[src/verilog/spr_pkg.sv]
// Purpose: shared constants and types for the stuck pixel repair block
// Assumes: pixel components of at most 12 bits in the stream carrier
// Notes: defaults below are the build-time values loaded at reset
package spr_pkg;
  localparam int SPR_PIX_W = 12;
  localparam int SPR_POS_W = 13;
  localparam int SPR_MAX_COLS = 1920;
  localparam int SPR_DEF_DATA_W = 8;
  localparam int SPR_DEF_TRACKED = 16;
  localparam int SPR_SIZE_COLS_LSB = 0;
  localparam int SPR_SIZE_ROWS_LSB = 16;
  localparam logic [15:0] SPR_COLS_RST = 16'h0780;
  localparam logic [15:0] SPR_ROWS_RST = 16'h0438;
  localparam logic [15:0] SPR_TEMPORAL_RST = 16'h0010;
  localparam logic [15:0] SPR_SPATIAL_RST = 16'h199a;
  localparam logic [15:0] SPR_AGE_RST = 16'h0078;

  typedef struct packed {
    logic sof;
    logic eol;
    logic [SPR_PIX_W-1:0] data;
  } spr_beat_t;

  typedef struct packed {
    logic [15:0] temporal;
    logic [15:0] spatial;
    logic [15:0] age;
  } spr_cfg_t;

  localparam spr_cfg_t SPR_CFG_RST = '{temporal: SPR_TEMPORAL_RST,
                                       spatial: SPR_SPATIAL_RST,
                                       age: SPR_AGE_RST};

  typedef enum logic [1:0] {
    SPR_ST_WAIT = 2'b01,
    SPR_ST_FRAME = 2'b10
  } spr_state_t;
endpackage : spr_pkg

[src/verilog/spr_cand_table.sv]
// Purpose: candidate defective pixel records with temporal ageing
// Assumes: one lookup per accepted pixel, each position seen once per frame
// Notes: records live in a register array searched in parallel
`timescale 1ns/1ps
module spr_cand_table
  import spr_pkg::*;
#(
  parameter int DEPTH = SPR_DEF_TRACKED,
  parameter int CW = $clog2(DEPTH + 1)
) (
  input wire logic clk_in,
  input wire logic rst_b_in,
  input wire logic ce_in,
  input wire logic lookup_in,
  input wire logic [SPR_POS_W-1:0] x_in,
  input wire logic [SPR_POS_W-1:0] y_in,
  input wire logic [SPR_PIX_W-1:0] pix_in,
  input wire logic outlier_in,
  input wire spr_cfg_t cfg_in,
  output logic hit_out,
  output logic confirmed_out,
  output logic full_out,
  output logic [CW-1:0] count_out
);
  localparam int IW = (DEPTH > 1) ? $clog2(DEPTH) : 1;

  logic [DEPTH-1:0] vld_q, vld_d, conf_q, conf_d, match;
  logic [SPR_POS_W-1:0] x_q [DEPTH];
  logic [SPR_POS_W-1:0] x_d [DEPTH];
  logic [SPR_POS_W-1:0] y_q [DEPTH];
  logic [SPR_POS_W-1:0] y_d [DEPTH];
  logic [SPR_PIX_W-1:0] ref_q [DEPTH];
  logic [SPR_PIX_W-1:0] ref_d [DEPTH];
  logic [15:0] age_q [DEPTH];
  logic [15:0] age_d [DEPTH];
  logic [IW-1:0] hit_idx, free_idx;
  logic [SPR_PIX_W-1:0] diff;
  logic [15:0] age_nx;

  // parallel position match, one comparator per record
  for (genvar g = 0; g < DEPTH; g++) begin : g_match
    assign match[g] = vld_q[g] && (x_q[g] == x_in) && (y_q[g] == y_in);
  end

  always_comb begin
    vld_d = vld_q;
    conf_d = conf_q;
    x_d = x_q;
    y_d = y_q;
    ref_d = ref_q;
    age_d = age_q;
    hit_idx = '0;
    free_idx = '0;
    count_out = '0;
    for (int i = DEPTH - 1; i >= 0; i--) begin
      if (match[i]) hit_idx = IW'(i);
      if (!vld_q[i]) free_idx = IW'(i);
      count_out = count_out + CW'(vld_q[i]);
    end
    hit_out = |match;
    full_out = &vld_q;
    diff = (pix_in > ref_q[hit_idx]) ? pix_in - ref_q[hit_idx] : ref_q[hit_idx] - pix_in;
    // a visit that leaves the temporal range is no longer stuck, so it passes unrepaired
    confirmed_out = (|(match & conf_q)) && ({4'h0, diff} <= cfg_in.temporal);
    age_nx = age_q[hit_idx] + 16'h0001;
    if (lookup_in && hit_out) begin
      if ({4'h0, diff} <= cfg_in.temporal) begin
        if (!conf_q[hit_idx]) begin
          age_d[hit_idx] = age_nx;
          conf_d[hit_idx] = (age_nx >= cfg_in.age);
        end
      end else begin
        vld_d[hit_idx] = 1'b0;
        conf_d[hit_idx] = 1'b0;
      end
    end else if (lookup_in && outlier_in && !full_out) begin
      vld_d[free_idx] = 1'b1;
      conf_d[free_idx] = 1'b0;
      x_d[free_idx] = x_in;
      y_d[free_idx] = y_in;
      ref_d[free_idx] = pix_in;
      age_d[free_idx] = '0;
    end
  end

  always_ff @(posedge clk_in or negedge rst_b_in) begin
    if (!rst_b_in) begin
      vld_q <= '0;
      conf_q <= '0;
      for (int i = 0; i < DEPTH; i++) begin
        x_q[i] <= '0;
        y_q[i] <= '0;
        ref_q[i] <= '0;
        age_q[i] <= '0;
      end
    end else if (ce_in) begin
      vld_q <= vld_d;
      conf_q <= conf_d;
      x_q <= x_d;
      y_q <= y_d;
      ref_q <= ref_d;
      age_q <= age_d;
    end
  end
endmodule : spr_cand_table

[src/verilog/spr_top.sv]
// Purpose: stuck pixel repair on a video stream
// Assumes: inputs synchronous to core_clk_in; no back-pressure from the sink
// Notes: repair value is the left neighbour on the same line
// Summary of operation
// - component width built as 8, 10 or 12
// - lite option allows run-time parameter changes
// - debug exists only with lite option
// - status port gives frame done and errors
// - candidates kept in bounded on-chip table
// - stuck only while within temporal range
// - outlier when neighbour difference exceeds spatial threshold
// - repair only after age frames in range
// - candidate count reported for threshold tuning
// - frame size: columns low, rows high
// - parameter changes taken safely at frame start
`timescale 1ns/1ps
module spr_top
  import spr_pkg::*;
#(
  parameter int DATA_W = SPR_DEF_DATA_W,
  parameter int TRACKED = SPR_DEF_TRACKED,
  parameter int MAX_COLS = SPR_MAX_COLS,
  parameter bit HAS_LITE = 1'b0,
  parameter bit HAS_DEBUG = 1'b0,
  parameter bit HAS_INTC = 1'b0,
  parameter int CW = $clog2(TRACKED + 1)
) (
  input wire logic core_clk_in,
  input wire logic rst_b_in,
  input wire logic pixel_clock_enable_in,
  input wire logic s_valid_in,
  input wire spr_beat_t s_beat_in,
  input wire spr_cfg_t cfg_in,
  input wire logic [31:0] frame_size_in,
  output logic m_valid_out,
  output spr_beat_t m_beat_out,
  output logic [CW-1:0] num_candidates_out,
  output logic frame_done_out,
  output logic size_err_out,
  output logic [15:0] dbg_frame_count_out
);
  localparam bit DBG_ON = HAS_LITE && HAS_DEBUG;
  localparam logic [SPR_PIX_W-1:0] PIX_MASK = SPR_PIX_W'((1 << DATA_W) - 1);
  localparam logic [15:0] MAX_COLS_W = 16'(MAX_COLS);

  logic ce;
  logic take;
  logic [SPR_PIX_W-1:0] pix;
  logic [SPR_POS_W-1:0] cur_x, cur_y;
  logic left_ok;
  logic [SPR_PIX_W-1:0] sdiff;
  logic outlier;
  logic hit, confirmed, full;
  logic [CW-1:0] cand_count;
  logic last_line;
  logic [15:0] cols, rows;

  spr_state_t state_q, state_d;
  logic [SPR_POS_W-1:0] x_q, x_d, y_q, y_d;
  logic [SPR_PIX_W-1:0] left_q, left_d;
  spr_cfg_t cfg_q, cfg_d;
  logic [31:0] size_q, size_d;
  logic m_valid_d;
  spr_beat_t m_beat_d;
  logic [CW-1:0] num_d;
  logic done_d, err_d;
  logic [15:0] dbg_d;

  assign ce = pixel_clock_enable_in;
  assign take = ce && s_valid_in;

  spr_cand_table #(
    .DEPTH(TRACKED),
    .CW(CW)
  ) u_table (
    .clk_in(core_clk_in),
    .rst_b_in(rst_b_in),
    .ce_in(ce),
    .lookup_in(take),
    .x_in(cur_x),
    .y_in(cur_y),
    .pix_in(pix),
    .outlier_in(outlier),
    .cfg_in(cfg_q),
    .hit_out(hit),
    .confirmed_out(confirmed),
    .full_out(full),
    .count_out(cand_count)
  );

  // position, neighbour and spatial outlier test
  always_comb begin
    pix = s_beat_in.data & PIX_MASK;
    cur_x = s_beat_in.sof ? '0 : x_q;
    cur_y = s_beat_in.sof ? '0 : y_q;
    left_ok = (cur_x != '0);
    sdiff = (pix > left_q) ? pix - left_q : left_q - pix;
    outlier = left_ok && ({4'h0, sdiff} > cfg_q.spatial);
    cols = size_q[SPR_SIZE_COLS_LSB +: 16];
    rows = size_q[SPR_SIZE_ROWS_LSB +: 16];
    last_line = (16'(cur_y) + 16'h0001 == rows);
    x_d = x_q;
    y_d = y_q;
    left_d = left_q;
    state_d = state_q;
    cfg_d = cfg_q;
    size_d = size_q;
    done_d = 1'b0;
    err_d = 1'b0;
    dbg_d = dbg_frame_count_out;
    m_valid_d = take;
    m_beat_d = m_beat_out;
    num_d = cand_count;
    if (take) begin
      x_d = s_beat_in.eol ? '0 : cur_x + 1'b1;
      y_d = s_beat_in.eol ? cur_y + 1'b1 : cur_y;
      left_d = pix;
      m_beat_d.sof = s_beat_in.sof;
      m_beat_d.eol = s_beat_in.eol;
      m_beat_d.data = (confirmed && left_ok) ? left_q : pix;
      if (s_beat_in.sof && HAS_LITE) begin
        cfg_d = cfg_in;
        size_d = frame_size_in;
      end
      case (state_q)
        SPR_ST_WAIT: begin
          if (s_beat_in.sof) state_d = SPR_ST_FRAME;
          else err_d = 1'b1;
        end
        SPR_ST_FRAME: begin
          if (s_beat_in.sof && cur_x == '0 && y_q != '0) err_d = 1'b1;
        end
        default: state_d = SPR_ST_WAIT;
      endcase
      if (s_beat_in.eol) begin
        if (16'(cur_x) + 16'h0001 != cols || cols >= MAX_COLS_W) err_d = 1'b1;
        if (last_line) begin
          state_d = SPR_ST_WAIT;
          done_d = 1'b1;
          if (DBG_ON) dbg_d = dbg_frame_count_out + 16'h0001;
        end
      end
    end
    if (!HAS_INTC) begin
      done_d = 1'b0;
      err_d = 1'b0;
    end
  end

  always_ff @(posedge core_clk_in or negedge rst_b_in) begin
    if (!rst_b_in) begin
      state_q <= SPR_ST_WAIT;
      x_q <= '0;
      y_q <= '0;
      left_q <= '0;
      cfg_q <= SPR_CFG_RST;
      size_q <= {SPR_ROWS_RST, SPR_COLS_RST};
      m_valid_out <= 1'b0;
      m_beat_out <= '0;
      num_candidates_out <= '0;
      frame_done_out <= 1'b0;
      size_err_out <= 1'b0;
      dbg_frame_count_out <= '0;
    end else if (ce) begin
      state_q <= state_d;
      x_q <= x_d;
      y_q <= y_d;
      left_q <= left_d;
      cfg_q <= cfg_d;
      size_q <= size_d;
      m_valid_out <= m_valid_d;
      m_beat_out <= m_beat_d;
      num_candidates_out <= num_d;
      frame_done_out <= done_d;
      size_err_out <= err_d;
      dbg_frame_count_out <= dbg_d;
    end
  end
endmodule : spr_top

[config.mk]
export PLATFORM = sky130hd
export DESIGN_NAME = spr_top
export DESIGN_NICKNAME = d
export VERILOG_FILES = /design/src/verilog/spr_pkg.sv /design/src/verilog/spr_cand_table.sv /design/src/verilog/spr_top.sv
export SDC_FILE = /design/constraint.sdc
export NUM_CORES = 1
export LEC_CHECK = 0
export BUFFER_PORTS_ARGS = -buffer_cell sky130_fd_sc_hd__buf_2
export CORE_MARGIN = 4
export CORE_UTILIZATION = 45
export DETAILED_ROUTE_END_ITERATION = 10
export SLEW_MARGIN = 0
export SYNTH_ARGS = -nofsm -noshare
export SYNTH_HDL_FRONTEND = slang
export SYNTH_HIERARCHICAL = 1
export SYNTH_SLANG_ARGS = --single-unit
export TNS_END_PERCENT = 1
[constraint.sdc]
create_clock -name core_clk_in -period 14.2 [get_ports core_clk_in]
set_input_delay 2.84 -clock core_clk_in [delete_from_list [all_inputs] [get_ports core_clk_in]]
set_output_delay 2.84 -clock core_clk_in [all_outputs]
set_load 0.02 [all_outputs]
Yosys cells after proc, flatten, opt, wreduce, memory -nomap -nowiden
Cells that the tools add are included.
{"block": "totals", "out_inout_bits": 38, "mem_bits_rw": 0, "latch_bits": 0, "rom_bits": 0, "memories": 0, "word_cells": 286, "inputBits": 98, "ff_bits": 950}
{"block": "op_classes", "n_shift": 0, "n_reduce_logical": 54, "add_sub_neg": 22, "muxes": 75, "bitwise_logic": 12, "div": 0, "eq_ne": 36, "order_cmp": 13, "multipliers": 0}
{"cell": "two-way mux 256 bit", "n": 4}
{"cell": "bitwise mux 208 bit", "n": 2}
{"cell": "== test 13 bit", "n": 32}
{"cell": "bitwise AND 256 bit", "n": 1}
{"cell": "bitwise mux 256 bit", "n": 1}
{"cell": "NOT 256 bit", "n": 1}
{"cell": "bitwise mux 192 bit", "n": 1}
{"cell": "two-way mux 16 bit", "n": 11}
{"cell": "demux 16 bit (select 4 bit)", "n": 2}
{"cell": "two-way mux 4 bit", "n": 32}
{"cell": "adder 5 x 1 -> 5 bit", "n": 14}
{"cell": "two-way mux 13 bit", "n": 5}
{"cell": "bitwise AND 16 bit", "n": 4}
{"cell": "binary-select mux 16 bit (select 4 bit)", "n": 1}
{"cell": "two-way mux 12 bit", "n": 5}
{"cell": "demux 13 bit (select 4 bit)", "n": 1}
{"cell": "binary-select mux 12 bit (select 4 bit)", "n": 1}
{"cell": "demux 12 bit (select 4 bit)", "n": 1}
{"cell": "logical AND 1 bit", "n": 43}
{"cell": "NOT 16 bit", "n": 2}
{"cell": "OR reduction 16 bit", "n": 2}
{"cell": "adder 13 x 1 -> 13 bit (second input constant)", "n": 2}
{"cell": "subtractor 8 x 8 -> 9 bit", "n": 2}
{"cell": "adder 16 x 1 -> 16 bit (second input constant)", "n": 1}
{"cell": "30 further kinds", "n": 41}

Longest topological paths before layout
Gate-level depths: netlist of run 1.
{"block": "depth", "word_depth": 30, "depth_mapped": 56, "ltp_nobuf": 43}

By module
The synthesis of run 1 kept the hierarchy.
{"module": "spr_cand_table", "seq_area_each_um2": 22421.5, "area_each_um2": 46395.7, "cells_each": 4427, "instances": 1}
{"module": "spr_top", "seq_area_each_um2": 1251.2, "area_each_um2": 2802.7, "cells_each": 304, "instances": 1}

Least setup slack after synthesis of run 1
Ideal clock, no wire load.
{"block": "synth_path", "kind": "input to register", "startpoint": "input s_beat_in[13] in the netlist's numbering", "endpoint": "register u_table.conf_q[4]", "arrival_ns": 13.116, "setup_slack_ns": 1.007, "setup_time_ns": 0.076, "stages": 55, "path_buffers": 14, "cell_sequence": "buf_2 -> buf_2 -> buf_2 -> buf_2 -> nor2_1 -> buf_2 -> buf_6 -> xnor2_2 -> nand4_1 -> or4_4 -> nor4_4 -> nor3_2 -> a221oi_4 -> o31a_1 -> buf_6 -> clkbuf_1 -> clkbuf_1 -> nand2_1 -> (+19 left out) -> xnor2_1 -> ha_1 -> o21a_1 -> o21a_1 -> o21a_1 -> o21a_1 -> o21ai_0 -> a21oi_1 -> o31ai_1 -> a211oi_1 -> nor3b_1 -> or2_2 -> clkbuf_1 -> nor2_1 -> or4_1 -> clkbuf_1 -> mux2_2 -> o21ai_1"}
{"block": "synth_between", "elab_cells_between_ends": 118, "cone_classes": "3 x add/sub; 5 x order compare; 33 x eq/ne; 33 x mux; 3 x bitwise; 41 x reduce/logical"}
{"element": "start: declaration", "line_no": "spr_top.sv:32", "text": "input wire spr_beat_t s_beat_in,"}
{"element": "two-way mux 13 bit *", "line_no": "spr_top.sv:95", "text": "cur_y = s_beat_in.sof ? '0 : y_q;"}
{"element": "via cur_y[4]", "line_no": "spr_top.sv:49", "text": "logic [SPR_POS_W-1:0] cur_x, cur_y;"}
{"element": "== test 13 bit", "line_no": "spr_cand_table.sv:42", "text": "assign match[g] = vld_q[g] && (x_q[g] == x_in) && (y_q[g] == y_in);"}
{"element": "logical AND 1 bit", "line_no": "spr_cand_table.sv:42"}
{"element": "two-way mux 4 bit (16 in a row)", "line_no": "spr_cand_table.sv:56", "text": "if (match[i]) hit_idx = IW'(i);"}
{"element": "NOT 4 -> 5 bit (not written as such)", "line_no": "spr_cand_table.sv:62, spr_cand_table.sv:65"}
{"element": "binary-select mux 16 bit (select 4 bit)", "line_no": "spr_cand_table.sv:65", "text": "age_nx = age_q[hit_idx] + 16'h0001;"}
{"element": "two-way mux 16 bit (not written as such) (2 in a row)", "line_no": "spr_cand_table.sv:65"}
{"element": "adder 16 x 1 -> 16 bit", "line_no": "spr_cand_table.sv:65"}
{"element": "greater-or-equal comparator 16 x 7 -> 1 bit", "line_no": "spr_cand_table.sv:70", "text": "conf_d[hit_idx] = (age_nx >= cfg_in.age);"}
{"element": "bitwise mux 16 bit", "line_no": "spr_cand_table.sv:70"}
{"element": "two-way mux 16 bit", "line_no": "spr_cand_table.sv:68", "text": "if (!conf_q[hit_idx]) begin"}
{"element": "two-way mux 16 bit", "line_no": "spr_cand_table.sv:67", "text": "if ({4'h0, diff} <= cfg_in.temporal) begin"}
{"element": "two-way mux 16 bit", "line_no": "spr_cand_table.sv:66", "text": "if (lookup_in && hit_out) begin"}
{"element": "end signal: assignment", "line_no": "spr_cand_table.sv:98", "text": "conf_q <= conf_d;"}
{"element": "end: declaration", "line_no": "spr_cand_table.sv:27", "text": "logic [DEPTH-1:0] vld_q, vld_d, conf_q, conf_d, match;"}
Mark *: on every way through the listed nets, which the timed path passes. The rest lies on a longest branch. The select of a mux whose other input is x is not followed.
A chain may end at the register's enable or synchronous reset.

Worst setup path in the final report of run 1
Ends and elaborated chain as after synthesis.

==> metrics.txt, run 1 <==
outcome finished with violations; violations in the final reports slew limit; cell area power density 161 nW/um^2; FFs w/ async S/R, synth 100%; number of I/O port buffers 29; vias in the first global route 37700; Hold Crit Start u_table/age_q[247]; sequential cell area 23700 sq um; vias 38000; DRC errors left 0; post-cts sizing count 0; max-slew violations 324; Die Area 115000 sq um; Multi-input gate area 23900 sq um; R2R Path Start x_q[4]; largest net degree at the start of global routing 177; htree depth 3; slowest stage delay, CP 0.55 ns; Synth Area in Adders 2.04%; CTS tree yes; Post-DP Area 52600 sq um; grt total ovfl 0; Setup Buffers After CTS 0; RSZ-0062 raised after global routing false; CTS clk-pin slew, worst paths 0.06 ns; initial antenna violation count 3; Pre-antenna DRT Iters 6; DP Worst Slack 0.193 ns; Post-Place Cells 6178; largest family of logic cells by synthesized area simple AND/OR/NAND/NOR gates; Seq cells post-synth 946; Crit path top cell by count buf_4; # setup viols final 0; post-synth top area share 48.1%; Worst VDD drop 0.108 mV; first-pass GRT wire length 247 mm; max layer used met4; top cells by area, synth dfrtp_1, mux2_2, xnor2_1; fin crit period 13.50 ns; setup total negative slack 0 ns; final critical-path share of the clock period 95.0%; Tightest Pin Transition 4.80 ns; M1 WL 69.7 mm; Worst-Skew Late Latency 0.69 ns; Post-Synth Simple-Gate Area 13.8%; # Max-Cap Violations 0; Core Region 109000 sq um; Data arrival, critical path 14.10 ns; post-synthesis mux area share 12.4%; CP Launch Point s_beat_in[13]; final setup margin 0.704 ns; Seq/Total Area, Yosys 48.1%; Ant. Diodes 0; GR Util All Layers 28.4%; Syn Inst Count 4731; Synth Area in XOR/XNOR 8.17%; Highest Clock Rate 0.0741 GHz; Initial Utilization 45.3%; synthesis-to-finish area growth 13.8%; Post-CTS Hold Fix Bufs 0; Root Driver clkbuf_16; Die W 339 um; final antenna-violating net count 0; Setup crit start kind primary input; WS Path Type primary input to flip-flop; Primary FF master, synth dfrtp_1; final hold violations 0; Via density 5.97; DR WL met3 12.4 mm; Synth Area in Compound Gates 11.0%; clk buf depth 3; Fin Clk Skew 0.0281 ns; cts bufs inserted 104; Distinct cells, synth 104; die height 339 um; worst-path maximum fanout 37; CP endpoint kind flip-flop; row cnt 121; leakage power 26.6 nW; leading area contributor after synthesis dfrtp_1; Starting DRT DRC Count 3791; post-route cell area 56000 sq um; number of fill cells 9887; total wire length 165 mm; mapped cell area 49200 sq um; Sink Count 946; routed wl met2 74.9 mm; Synth Area per Inst 10.4 sq um; hold crit path type flip-flop to flip-flop; Detail Placement HPWL 113 mm; routed len/inst 26.0 um; YS warnings 6; Fin Hold WS 0.477 ns; CP max stage cell a211oi_1; layout cells sized above 1 21.7%; Max-Slew Margin vs Limit -221%; nets 5041; final RePlAce weighted congestion 0.990; Non-Filler Instances 6368; Post-synth EDFFs 0; # IOs 136; CP Data Required Time 14.80 ns
final timing paths:
kind	to	slack [ns]	cells after the start
max reg2reg	u_table/conf_q[4]	2.74	47
max	u_table/conf_q[4]	0.70	48
min	u_table/age_q[247]	0.48	2
max in group asynchronous	u_table/y_q[91]	9.45	3
min reg2reg	u_table/age_q[247]	0.48	2
min in group asynchronous	u_table/age_q[39]	2.17	1
logic make-up (layout without fill, tap and decap cells):
logic type                 count (synthesis)  after routing
xor gates and xnor gates                 454            454
DFF                                      946            946
muxes                                    545            545
and+or+nand+nor                         1362           1362
buffers and inverters                    482            614
adders and majority gates                 73             73
AOI/OAI and AO/OA                        867            867
other                                      2             93
report_power, final:
group / switching (mW) / leakage, nW / internal [mW]
clock network: 1.13 / 1.69 / 1.60
registers: 0.0887 / 13.1 / 2.82
logic: 2.19 / 11.9 / 1.20
total: 3.41 / 26.6 / 5.62
per-stage QoR:
step | total power [mW] | util (%)
after floorplan | 4.93 | -
after global placement | 6.25 | 48.4
after detailed placement | 6.26 | 48.4
after CTS | 9.00 | 51.5
after global routing | 9.46 | 51.5
final | 9.03 | 51.5
final cells by class:
type	instances	share of cell area (%)
Clock buffer	156	5.48
Sequential cell	946	42.3
Tap cell	1414	3.16
Multi-Input combinational cell	3394	42.7
Inverter	134	0.898
Timing Repair Buffer	290	4.85
Clock inverter	34	0.630
registers in the layout, indices dropped and copies added, names as in the netlist:
name                cells
left_q                  8
m_beat_out             10
m_valid_out             1
num_candidates_out      5
u_table/age_q         256
u_table/conf_q         16
u_table/ref_q         192
u_table/vld_q          16
u_table/x_q           208
u_table/y_q           208
x_q                    13
y_q                    13
critical path: cells and delay by family:
| kind | cells | cell delay, ns |
|---|---|---|
| adders and majority gates | 2 | 0.66 |
| buffers and inverters | 12 | 2.68 |
| AOI/OAI and AO/OA | 20 | 4.75 |
| and+or+nand+nor | 11 | 2.44 |
| muxes | 1 | 0.27 |
| xor gates and xnor gates | 2 | 0.37 |
cell usage in the layout (no fill, tap or decap), types with 15 or more instances in the layout:
| master | instances |
|---|---|
| a211oi_1 | 17 |
| a21o_1 | 18 |
| a21oi_1 | 41 |
| a221oi_1 | 18 |
| and3_1 | 15 |
| and4_1 | 19 |
| buf_12 | 48 |
| buf_2 | 27 |
| buf_4 | 214 |
| clkbuf_1 | 27 |
| clkbuf_16 | 106 |
| clkbuf_8 | 23 |
| clkinv_2 | 20 |
| conb_1 | 93 |
| dfrtp_1 | 946 |
| ha_1 | 61 |
| inv_1 | 130 |
| mux2_2 | 522 |
| mux2i_1 | 23 |
| nand2_1 | 540 |
| nand2b_1 | 34 |
| nand3_1 | 66 |
| nand4_1 | 147 |
| nor2_1 | 221 |
| nor2b_4 | 20 |
| nor3_1 | 63 |
| nor4_1 | 71 |
| o21a_1 | 18 |
| o21ai_0 | 382 |
| o21ai_1 | 89 |
| o221ai_1 | 25 |
| o22a_1 | 29 |
| o22ai_1 | 72 |
| o31ai_1 | 26 |
| or2_2 | 18 |
| or3_1 | 19 |
| or4_1 | 26 |
| xnor2_1 | 287 |
| xor2_1 | 161 |
metal layers:
layer / vias to the layer above / GRT usage, %
met2: 1530 / 45.0
li1: 16900 / -
met4: 0 / 12.1
met3: 447 / 5.74
met5: - / 0
met1: 19200 / 38.0
cell usage after synthesis, types with 19 or more instances:
cell	number
dfrtp_1	946
nand2_1	540
mux2_2	522
o21ai_0	383
xnor2_1	287
nor2_1	225
clkbuf_1	184
xor2_1	161
nand4_1	147
inv_1	131
o21ai_1	88
buf_2	81
nor4_1	73
o22ai_1	72
nand3_1	66
nor3_1	63
ha_1	61
a21oi_1	42
buf_4	36
nand2b_1	34
nor2b_1	32
o22a_1	29
buf_1	28
o31ai_1	26
or4_1	26
o221ai_1	25
mux2i_1	23
and4_1	19
buf_6	19
o21a_1	19
or3_1	19
Note: power is estimated with default switching activity, not from simulation.
==> run 2, diff against run 1 <==
Clock period 14.2 ns to 14.7 ns, I/O delays scaled along.
==> metrics.txt, run 2 (synthesis results as in run 1) <==
htree depth 3 (unchanged); grt total ovfl 0 (unchanged); CTS tree yes; cts bufs inserted 103 (-0.96%); slowest stage delay, CP 0.77 ns (+0.22 ns); Setup crit start kind primary input; CP endpoint kind flip-flop; Fin Hold WS 0.473 ns (-0.00434 ns); # IOs 136 (unchanged); Via density 6.00 (+0.49%); # setup viols final 0 (unchanged); final RePlAce weighted congestion 0.984 (-0.59%); vias 38100 (+0.081%); hold crit path type flip-flop to flip-flop; Crit path top cell by count buf_4; Initial Utilization 45.3% (unchanged); die height 339 um (unchanged); outcome finished with violations; clk buf depth 3 (unchanged); post-cts sizing count 0 (unchanged); Pre-antenna DRT Iters 6 (unchanged); Core Region 109000 sq um (unchanged); DRC errors left 0 (unchanged); Fin Clk Skew 0.0289 ns (+0.000806 ns); total wire length 166 mm (+0.62%); initial antenna violation count 2 (-1); Multi-input gate area 23900 sq um (about the same); most frequent cells in the layout dfrtp_1, nand2_1, mux2_2, o21ai_0, xnor2_1; fin crit period 13.89 ns; Die W 339 um (unchanged); Data arrival, critical path 14.48 ns (+0.38 ns); Starting DRT DRC Count 3794 (+0.079%); layout cells sized above 1 21.6% (-0.14 points); Sink Count 946 (unchanged); max-slew violations 324 (unchanged); vias in the first global route 37500 (-0.56%); Die Area 115000 sq um (unchanged); number of fill cells 9981 (+0.95%); setup total negative slack 0 ns (unchanged); max reg flops 256 (unchanged); GR Util All Layers 28.6% (+0.22 points); Highest Clock Rate 0.0720 GHz; synthesis-to-finish area growth 13.4%; Detail Placement HPWL 114 mm (+0.73%); CP max stage cell nor2b_4; Max-Slew Margin vs Limit -214% (+6.6 points); Top reg by flops u_table/age_q; row cnt 121 (unchanged); Worst-Skew Late Latency 0.70 ns (about the same); first-pass GRT wire length 249 mm (+0.49%); nets 5017 (-0.48%); CTS clk-pin slew, worst paths 0.06 ns (about the same); WS Path Type primary input to flip-flop; final hold violations 0 (unchanged); leakage power 26.5 nW (-0.50%); CP Data Required Time 15.29 ns (+0.49 ns); Worst VDD drop 0.105 mV (-3.2%); violations in the final reports slew limit; final antenna-violating net count 0 (unchanged); number of I/O port buffers 29 (unchanged); Root Driver clkbuf_16; # Max-Cap Violations 0 (unchanged); Tightest Pin Transition 4.70 ns (-0.0994 ns); Regs by FF count u_table/age_q x256, u_table/x_q x208, u_table/y_q x208; Setup Buffers After CTS 0 (unchanged); cell area power density 157 nW/um^2 (-2.4%); final critical-path share of the clock period 94.5%; commonest non-fill, non-tap cell in the layout dfrtp_1; largest net degree at the start of global routing 174 (-1.7%); sequential cell area 23700 sq um (unchanged); RSZ-0062 raised after global routing false; Post-CTS Hold Fix Bufs 0 (unchanged); worst-path maximum fanout 41 (+11%); routed len/inst 26.2 um (+1.0%)
## run 2: metal layers
metal	routed length, um	global-route usage, %	vias up	part of all wire (%)
li1	-	-	16900	-
met5	9	0	-	0.0054
met2	75700	45.1	1483	45
met3	11800	4.85	423	7.1
met4	8660	12.6	2	5.2
met1	70300	39.0	19300	42
## run 2: area by class of cell
type / instances / share of cell area, %
clock inverter: 39 / 0.808
multi-input combinational: 3394 / 42.9
clock buffer: 146 / 5.45
timing repair buffer: 267 / 4.34
sequential: 946 / 42.4
tap: 1414 / 3.17
antenna: 2 / 0.00897
inverter: 134 / 0.902
## run 2: path summary, 6_finish.rpt
| check | from | endpoint | depth (start not counted) | slack, ns |
|---|---|---|---|---|
| worst max-delay path | s_beat_in[13] | u_table/conf_q[1] | 43 | 0.81 |
| min in group asynchronous | rst_b_in | u_table/age_q[165] | 1 | 2.30 |
| worst min-delay path | u_table/age_q[161] | u_table/age_q[161] | 2 | 0.47 |
| max in group asynchronous | rst_b_in | u_table/y_q[80] | 4 | 9.26 |
| worst max register to register | y_q[12] | u_table/conf_q[1] | 42 | 3.11 |
| worst min register to register | u_table/age_q[161] | u_table/age_q[161] | 2 | 0.47 |
## run 2: metrics by stage
step | power (mW) | area, sq um | setup WS (ns) | utilization, % | instances
floorplan | 4.76 | 49500 | 1.41 | - | 4822
CTS | 8.76 | 55800 | 0.956 | 51.3 | 6340
finish | 8.78 | 55800 | 0.811 | 51.3 | 6342
global placement | 6.04 | 52300 | 0.316 | 48.1 | 6155
detailed placement | 6.06 | 52300 | 0.282 | 48.1 | 6155
global route | 9.18 | 55800 | 0.237 | 51.3 | 6340
## run 2: where the power goes
group          leakage (nW)  internal, mW  switching, mW
clock network          1.74          1.59           1.10
registers              13.1          2.73         0.0861
logic                  11.7          1.14           2.14
## run 2: critical path: cells and delay by family
kind | cells | cell delay [ns]
AOI/OAI and AO/OA | 15 | 4.23
and+or+nand+nor | 13 | 3.58
buffers and inverters | 11 | 2.76
adders and majority gates | 2 | 0.58
xor gates and xnor gates | 2 | 0.31
